<file path="src/core/acs_consts.vh">
/*
  constants for the converter calibration sequencer: timing counts,
  select codes and the control and status register map.
  assumes inclusion by bare name from the sequencer module.
*/
`ifndef ACS_CONSTS_VH
`define ACS_CONSTS_VH

// ----------------------------------------
// timing counts, master-clock cycles
// ----------------------------------------
`define ACS_SELF_CAL_CYCLES 3145655
`define ACS_SYS_ZERO_CYCLES 1052599
`define ACS_SYS_GAIN_CYCLES 1068813
`define ACS_SYS_ONE_CYCLES 2117389
`define ACS_STROBE_MIN 4
`define ACS_SAMPLE_DIV 256
`define ACS_SETTLE_CYCLES 62
`define ACS_CORNER_DIV 409600
`define ACS_OSR 800

// ----------------------------------------
// select codes {first, second}
// ----------------------------------------
`define ACS_SEL_SELF 2'h0
`define ACS_SEL_SYS_GAIN 2'h1
`define ACS_SEL_SYS_ONE 2'h2
`define ACS_SEL_SYS_ZERO 2'h3

// ----------------------------------------
// register offsets and bits
// ----------------------------------------
`define ACS_REG_STATUS 4'h0
`define ACS_REG_MASK 4'h1
`define ACS_REG_STATE 4'h2
`define ACS_REG_CTRL 4'h3
`define ACS_REG_OSR_LO 4'h4
`define ACS_REG_OSR_HI 4'h5
`define ACS_EV_START 0
`define ACS_EV_DONE 1
`define ACS_EV_SHORT 2
`define ACS_EV_SAMPLE 3
`define ACS_CTRL_SAMPLE_EN 0

`endif

</file>
<file path="src/core/acs_sequencer.v">
/*
  calibration sequencer: watches the calibration strobe, latches the
  select pins, runs each calibration for its fixed cycle count, drives
  the data-ready output, and keeps the 256-cycle sample frame.
  assumes all pins synchronous to clk (the master clock) and a host
  on the plain register port.
  assumes clkEnable low freezes every register of the block.
  assumes the host keeps the strobe quiet during a running sequence;
  strobes that fall while busy or settling are dropped.
*/
// The implementer's own choices: the register addresses and the address-and-strobe port.
// How it works
// - strobe held high four or more cycles; calibration starts at its falling edge.
// - calibration type comes from both select pins when the strobe starts it.
// - both selects low: self-calibration, ground zero, reference full scale, 3145655 cycles.
// - bipolar self-calibration measures positive full scale and midscale.
// - both selects high: system zero step from the input, 1052599 cycles.
// - first low, second high: system gain step from the input, 1068813 cycles.
// - first high, second low: one-step system offset, 2117389 cycles.
// - data-ready stays high through the whole calibration.
// - after self-calibration data-ready falls once settled to the input.
// - after system steps data-ready falls as settling begins.
// - inputs are sampled once every 256 master-clock cycles.
// - filter corner is clock over 409600, oversampling ratio 800.
// - 62 cycles of settling are allowed after each sample.
// - polarity select low is unipolar, high is bipolar.
`timescale 1ns/1ns
`include "acs_consts.vh"

module acs_sequencer #(
  parameter SELF_CYCLES = `ACS_SELF_CAL_CYCLES,
  parameter ZERO_CYCLES = `ACS_SYS_ZERO_CYCLES,
  parameter GAIN_CYCLES = `ACS_SYS_GAIN_CYCLES,
  parameter ONE_CYCLES = `ACS_SYS_ONE_CYCLES,
  parameter SETTLE_CYCLES = `ACS_SETTLE_CYCLES
) (
  input wire clk,
  input wire reset,
  input wire clkEnable,
  input wire calStrobe,
  input wire cal_select_first,
  input wire cal_select_second,
  input wire polarity_select,
  input wire [3:0] regAddr,
  input wire [7:0] regWriteData,
  input wire regWrite,
  input wire regRead,
  output reg [7:0] regReadData,
  output reg output_word_pending_n,
  output reg calBusy,
  output reg [1:0] calType,
  output reg zeroFromInput,
  output reg fullFromInput,
  output reg bipolarCal,
  output reg sampleStrobe,
  output reg settleWindow,
  output reg irq
);

  // ----------------------------------------
  // states
  // ----------------------------------------
  localparam ST_IDLE = 2'h0;
  localparam ST_CAL = 2'h1;
  localparam ST_SETTLE = 2'h2;

  // ----------------------------------------
  // state and counters
  // ----------------------------------------
  reg [1:0] state;
  reg prevStrobe;
  reg [2:0] highCount;
  reg [21:0] calCount;
  reg [7:0] sampleCount;
  reg [7:0] settleCount;
  reg [3:0] status;
  reg [3:0] mask;
  reg sampleEnable;
  reg [3:0] events;
  reg [21:0] calLength;
  reg [9:0] osrCount;

  // ----------------------------------------
  // qualified strobe and sequence ends
  // ----------------------------------------
  wire strobeFall = prevStrobe & ~calStrobe;
  wire strobeLong = (highCount >= 3'd`ACS_STROBE_MIN);
  wire [1:0] selNow = {cal_select_first, cal_select_second};
  wire startOk = (state == ST_IDLE) && strobeFall && strobeLong;
  wire shortSeen = strobeFall && !strobeLong;
  wire calLast = (state == ST_CAL) && (calCount == calLength - 22'h1);
  wire settleLast = (state == ST_SETTLE) && (settleCount == SETTLE_CYCLES[7:0] - 8'h1);
  wire sysDone = calLast && (calType != `ACS_SEL_SELF);

  // ----------------------------------------
  // calibration length select
  // ----------------------------------------
  always @* begin
    case (calType)
      `ACS_SEL_SELF: calLength = SELF_CYCLES[21:0];
      `ACS_SEL_SYS_ZERO: calLength = ZERO_CYCLES[21:0];
      `ACS_SEL_SYS_GAIN: calLength = GAIN_CYCLES[21:0];
      `ACS_SEL_SYS_ONE: calLength = ONE_CYCLES[21:0];
      default: calLength = SELF_CYCLES[21:0];
    endcase
  end

  // ----------------------------------------
  // strobe qualification
  // ----------------------------------------
  always @(posedge clk) begin
    if (reset) begin
      prevStrobe <= 1'b0;
      highCount <= 3'h0;
    end else if (clkEnable) begin
      prevStrobe <= calStrobe;
      if (!calStrobe) begin
        highCount <= 3'h0;
      end else if (highCount != 3'h7) begin
        highCount <= highCount + 3'h1;
      end
    end
  end

  // ----------------------------------------
  // calibration events
  // ----------------------------------------
  always @* begin
    events = 4'h0;
    events[`ACS_EV_START] = startOk;
    events[`ACS_EV_SHORT] = shortSeen;
    events[`ACS_EV_DONE] = sysDone || settleLast;
    events[`ACS_EV_SAMPLE] = sampleStrobe;
  end

  // ----------------------------------------
  // latched selection, held for the whole sequence
  // ----------------------------------------
  always @(posedge clk) begin
    if (reset) begin
      calType <= `ACS_SEL_SELF;
      zeroFromInput <= 1'b0;
      fullFromInput <= 1'b0;
      bipolarCal <= 1'b0;
    end else if (clkEnable && startOk) begin
      calType <= selNow;
      zeroFromInput <= selNow[1];
      fullFromInput <= (selNow == `ACS_SEL_SYS_GAIN);
      // midscale only matters for the self-calibration
      bipolarCal <= polarity_select && (selNow == `ACS_SEL_SELF);
    end
  end

  // ----------------------------------------
  // sequence state and counters
  // ----------------------------------------
  always @(posedge clk) begin
    if (reset) begin
      state <= ST_IDLE;
      calCount <= 22'h0;
      settleCount <= 8'h0;
      calBusy <= 1'b0;
      output_word_pending_n <= 1'b1;
    end else if (clkEnable) begin
      case (state)
        ST_IDLE: begin
          if (startOk) begin
            state <= ST_CAL;
            calCount <= 22'h0;
            calBusy <= 1'b1;
            output_word_pending_n <= 1'b1;
          end
        end
        ST_CAL: begin
          if (calLast) begin
            calBusy <= 1'b0;
            if (calType == `ACS_SEL_SELF) begin
              state <= ST_SETTLE;
              settleCount <= 8'h0;
            end else begin
              state <= ST_IDLE;
              output_word_pending_n <= 1'b0;
            end
          end else begin
            calCount <= calCount + 22'h1;
          end
        end
        ST_SETTLE: begin
          if (settleLast) begin
            state <= ST_IDLE;
            output_word_pending_n <= 1'b0;
          end else begin
            settleCount <= settleCount + 8'h1;
          end
        end
        default: begin
          state <= ST_IDLE;
        end
      endcase
    end
  end

  // ----------------------------------------
  // sample frame
  // ----------------------------------------
  wire frameEnd = (sampleCount == 8'hff);
  wire inSettle = (sampleCount < SETTLE_CYCLES[7:0] - 8'h1) || frameEnd;

  always @(posedge clk) begin
    if (reset) begin
      sampleCount <= 8'h0;
      sampleStrobe <= 1'b0;
      settleWindow <= 1'b0;
    end else if (clkEnable) begin
      // free-running, so the ratio holds at any clock rate
      sampleCount <= sampleCount + 8'h1;
      sampleStrobe <= sampleEnable && frameEnd;
      settleWindow <= sampleEnable && inSettle;
    end
  end

  // ----------------------------------------
  // oversampling frame, one word per ratio
  // ----------------------------------------
  always @(posedge clk) begin
    if (reset) begin
      osrCount <= 10'h000;
    end else if (clkEnable && sampleStrobe) begin
      if (osrCount == 10'd`ACS_OSR - 10'h001) begin
        osrCount <= 10'h000;
      end else begin
        osrCount <= osrCount + 10'h001;
      end
    end
  end

  // ----------------------------------------
  // sticky status bits, write one to clear
  // ----------------------------------------
  wire statusWrite = regWrite && (regAddr == `ACS_REG_STATUS);
  wire [3:0] next_status;
  genvar bitIdx;
  generate
    for (bitIdx = 0; bitIdx < 4; bitIdx = bitIdx + 1) begin : statusBit
      // set wins over a clear in the same cycle
      assign next_status[bitIdx] = events[bitIdx] ||
        (status[bitIdx] && !(statusWrite && regWriteData[bitIdx]));
    end
  endgenerate

  // ----------------------------------------
  // control and status registers
  // ----------------------------------------
  always @(posedge clk) begin
    if (reset) begin
      status <= 4'h0;
      mask <= 4'h0;
      sampleEnable <= 1'b1;
    end else if (clkEnable) begin
      status <= next_status;
      if (regWrite && regAddr == `ACS_REG_MASK) begin
        mask <= regWriteData[3:0];
      end
      if (regWrite && regAddr == `ACS_REG_CTRL) begin
        sampleEnable <= regWriteData[`ACS_CTRL_SAMPLE_EN];
      end
    end
  end

  // ----------------------------------------
  // interrupt
  // ----------------------------------------
  always @(posedge clk) begin
    if (reset) begin
      irq <= 1'b0;
    end else if (clkEnable) begin
      // registered, so it trails the status bit by one cycle
      irq <= |(status & mask);
    end
  end

  // ----------------------------------------
  // read back, data one cycle after the strobe
  // ----------------------------------------
  always @(posedge clk) begin
    if (reset) begin
      regReadData <= 8'h00;
    end else if (clkEnable) begin
      if (regRead) begin
        case (regAddr)
          `ACS_REG_STATUS: regReadData <= {4'h0, status};
          `ACS_REG_MASK: regReadData <= {4'h0, mask};
          `ACS_REG_STATE: regReadData <= {2'h0, bipolarCal, calBusy, calType, state};
          `ACS_REG_CTRL: regReadData <= {7'h00, sampleEnable};
          `ACS_REG_OSR_LO: regReadData <= osrCount[7:0];
          `ACS_REG_OSR_HI: regReadData <= {6'h00, osrCount[9:8]};
          default: regReadData <= 8'h00;
        endcase
      end else begin
        regReadData <= 8'h00;
      end
    end
  end

endmodule

</file>
<file path="config.mk">
export PLATFORM = sky130hd
export DESIGN_NAME = acs_sequencer
export DESIGN_NICKNAME = d
export VERILOG_FILES = /design/src/core/acs_sequencer.v
export VERILOG_INCLUDE_DIRS = /design/src /design/src/core
export SDC_FILE = /design/constraint.sdc
export NUM_CORES = 1
export LEC_CHECK = 0
export BUFFER_PORTS_ARGS = -buffer_cell sky130_fd_sc_hd__buf_4
export CORE_MARGIN = 2
export CORE_UTILIZATION = 55
export DETAILED_ROUTE_END_ITERATION = 6
export HOLD_SLACK_MARGIN = 0.1
export PLACE_DENSITY = 0.74
export SYNTH_ARGS = -nofsm -noshare
export SYNTH_HDL_FRONTEND = slang
export SYNTH_SLANG_ARGS = --single-unit
</file>
<file path="constraint.sdc">
create_clock -name clk -period 2.4 [get_ports clk]
set_input_delay 0.36 -clock clk [delete_from_list [all_inputs] [get_ports clk]]
set_output_delay 0.36 -clock clk [all_outputs]
set_load 0.005 [all_outputs]
</file>
==> impl_metrics.json <==
{
  "yosysWarnings": 0,
  "cellInternalPower_mw": 1.969,
  "first_pass_iters": 5,
  "finalWirelength_microns": 9416,
  "timing.final.crit_share": 0.9358,
  "clock_sinks": 80,
  "critical_path_peak_fanout": 15,
  "nets": 583,
  "grt_overflow": 0,
  "endpoint_kind": "flip-flop",
  "core_sq_um": 7607,
  "fin_tns_setup_ns": 0,
  "numCtsBuffers": 9,
  "fin_worst_skew_ns": 0.01046,
  "fp.dieH_microns": 91.77,
  "ys_seq_elements": 80,
  "place_congestion": 0.8789,
  "hold_depth": 3,
  "cts_root_buf": "clkbuf_8",
  "setup_violations": 0,
  "status": "finished, final reports clean",
  "swShare": 0.2305,
  "synth_area_per_cell_sq_um": 8.456,
  "cts_tree": "done",
  "cts_max_level": 3,
  "routed.top_layer": "met4",
  "final_antenna_net_count": 0,
  "max_freq_mhz": 445.2,
  "multi_input_area_sq_um": 2474,
  "clk_latency_ns": 0.36,
  "syn_nets": 540,
  "num-fill-cells": 638,
  "clkPwrFrac": 0.427,
  "ys.flop_type": "dfxtp_1",
  "postSynth.asyncResetShare": 0,
  "worstSetupStartpointType": "flip-flop",
  "rsz0062_at_grt": "no",
  "dieArea_sq_um": 8421,
  "fp-row-count": 32,
  "final_layout_size_suffix_gt1_frac": 0.1661,
  "hold_class": "in2reg",
  "synth_edf_count": 0,
  "total_power_mw": 2.559,
  "final_max_slew_viol_count": 0,
  "grt_usage": 0.2323,
  "yosysUniqueCellTypes": 61,
  "wl_met3_microns": 389,
  "grt_pass1_vias": 3514,
  "worst_ep_required_time_ns": 2.68,
  "die_w_microns": 91.77,
  "dp_hpwl_microns": 6729,
  "clk_path_buf_depth": 2,
  "min_period_ns": 2.246,
  "hold_viol_final": 0,
  "vdd_drop_max_v": 0.0003371,
  "drc": 0,
  "hold_buffers": 0,
  "antenna_found_initial": 0,
  "io_buffers": 34,
  "powerDensity_nw_per_um2": 521.8,
  "slew_headroom": 0.5620,
  "grt_max_degree": 35,
  "synthCells": 501,
  "m1WireLength_microns": 4204,
  "r2r_cells": 8,
  "clk_transition_reported_paths_ns": 0.08,
  "power.switching_mw": 0.5898,
  "yosysSeqAreaShare": 0.3780,
  "drtIter0Drc": 153,
  "synth.cell_area_sq_um": 4237,
  "ioPinCount": 39,
  "num_vias": 3716,
  "path_class": "reg2reg",
  "p_comb_frac": 0.048,
  "max-cap-violations": 0,
  "grt_pass1_wl_microns": 16010,
  "worstPathArrival_ns": 2.53,
  "start_util": 0.5569,
  "diodes": 0,
  "met2WireLength_microns": 4674,
  "p_seq_frac": 0.525,
  "area.growth.synth_to_final_pct": 15.77,
  "routedWlPerCell_microns": 14.49,
  "leakage_nw": 1.821,
  "regArea_sq_um": 1602,
  "via_per_inst": 5.717,
  "tightestPinTransition_ns": 0.6552
}
synthesized netlist by cell type, drive strengths merged (4+ instances only):
cell     n  share of area
or3      6         0.0092
buf      8          0.011
or4      5         0.0089
a21oi   29          0.034
nor2b    4         0.0059
nand2   45          0.040
o31ai    6          0.014
dfxtp   80           0.38
and4     4         0.0086
ha      18          0.053
nand2b   6         0.0089
nor4     7          0.013
a211oi   4         0.0083
xnor2   17          0.035
nor2    75          0.066
clkbuf  13          0.012
nand3   19          0.022
mux2i   13          0.031
nor3     6         0.0071
o21ai   15          0.018
a22oi    9          0.016
and3     8          0.013
nor4b    4         0.0097
inv     23          0.020
xor2    16          0.033
nand3b   5          0.012
nand4   19          0.028
final cells by class:
type | count | share of cell area
clock buffers | 9 | 0.02526
clock inverters | 6 | 0.01837
inverters | 23 | 0.01760
multi-input cells | 377 | 0.5043
flip-flops and latches | 80 | 0.3265
well taps | 102 | 0.02602
repair buffers | 53 | 0.08189
flip-flops by register name, indices dropped and copies added, names as in the netlist, 2 cells and up:
| signal | count |
|---|---|
| regReadData | 8 |
| mask | 4 |
| calType | 2 |
| status | 4 |
| settleCount | 8 |
| state | 2 |
| osrCount | 10 |
| highCount | 3 |
| sampleCount | 8 |
| calCount | 22 |
worst paths after layout:
path,slack (ns),startpoint,end
worst max-delay path,0.15,calType[1],calCount[2]
worst min-delay path,0.25,regWriteData[0],sampleEnable
worst max register to register,0.15,calType[1],calCount[2]
worst min register to register,0.48,regReadData[2],regReadData[2]
placed cells by master (no fill, tap or decap), drive strengths merged, types with 2 or more instances in the layout:
cell type,netlist,final
nand2,45,45
nand3,19,19
a22oi,9,9
a311oi,2,2
a21o,2,2
nor3,6,6
a22o,3,3
or3,6,6
o31ai,6,6
xor2,16,16
a211oi,4,4
o211ai,3,3
nor4b,4,4
o41ai,2,2
a211o,3,3
o21ai,15,15
a21oi,29,29
or2,3,3
buf,8,52
or4b,2,2
nor2b,4,4
and3,8,8
nor4,7,7
bufinv,0,2
o2bb2ai,2,2
nand4,19,19
nand3b,5,5
ha,18,18
nand4b,2,2
a32oi,2,2
or4,5,5
and4,4,4
nor2,75,75
inv,23,25
xnor2,17,17
mux4,2,2
nand2b,6,6
clkbuf,13,9
dfxtp,80,80
mux2i,13,13
stage by stage:
| stage | setup slack, ns | hold slack [ns] | instances | area (sq um) | utilization |
|---|---|---|---|---|---|
| after global placement | 0.2369 | 0.4581 | 633 | 4651 | 0.6113 |
| after CTS | 0.1567 | 0.2407 | 648 | 4865 | 0.6395 |
| after floorplan | 0.1705 | 0.4483 | 501 | 4237 | - |
| after global routing | 0.007415 | 0.2501 | 650 | 4905 | 0.6447 |
| final | 0.1540 | 0.2480 | 650 | 4905 | 0.6447 |
| after detailed placement | 0.1832 | 0.4712 | 633 | 4651 | 0.6113 |
critical path, cell delays in order, from the launching register on:
cell and delay, ns:
dfxtp_1 0.33, inv_1 0.09, ha_1 0.34, xnor2_1 0.23, nor4_2 0.07, and4_2 0.26
and3_4 0.24, or3_2 0.45, a21oi_1 0.15
power by group through the flow:
stage | sequential [mW] | combinational [mW] | clock (mW)
after floorplan | 1.37 | 0.0744 | 0
after global placement | 1.37 | 0.119 | 0
after detailed placement | 1.37 | 0.122 | 0
after CTS | 1.34 | 0.123 | 1.10
after global routing | 1.34 | 0.136 | 1.17
final | 1.34 | 0.123 | 1.09
layer usage:
metal	vias to the layer above	track usage
met2	87	0.4032
met1	1751	0.2928
met4	0	0.08085
met5	-	0
met3	14	0.03698
li1	1864	-
repair_timing:
item / 4_1_cts / 5_1_grt
setup buffers: 0 / 1
resized for setup: 0 / 3
endpoints found under the setup margin: 0 / 5
logic make-up after synthesis:
| logic type | synth area share |
|---|---|
| compound gates | 0.1435 |
| flops | 0.3780 |
| fa+ha+maj | 0.05316 |
| xor+xnor | 0.06822 |
| simple gates | 0.2726 |
| buf+inv | 0.04312 |
| mux | 0.04134 |
Note: power is estimated with default switching activity, not from simulation.
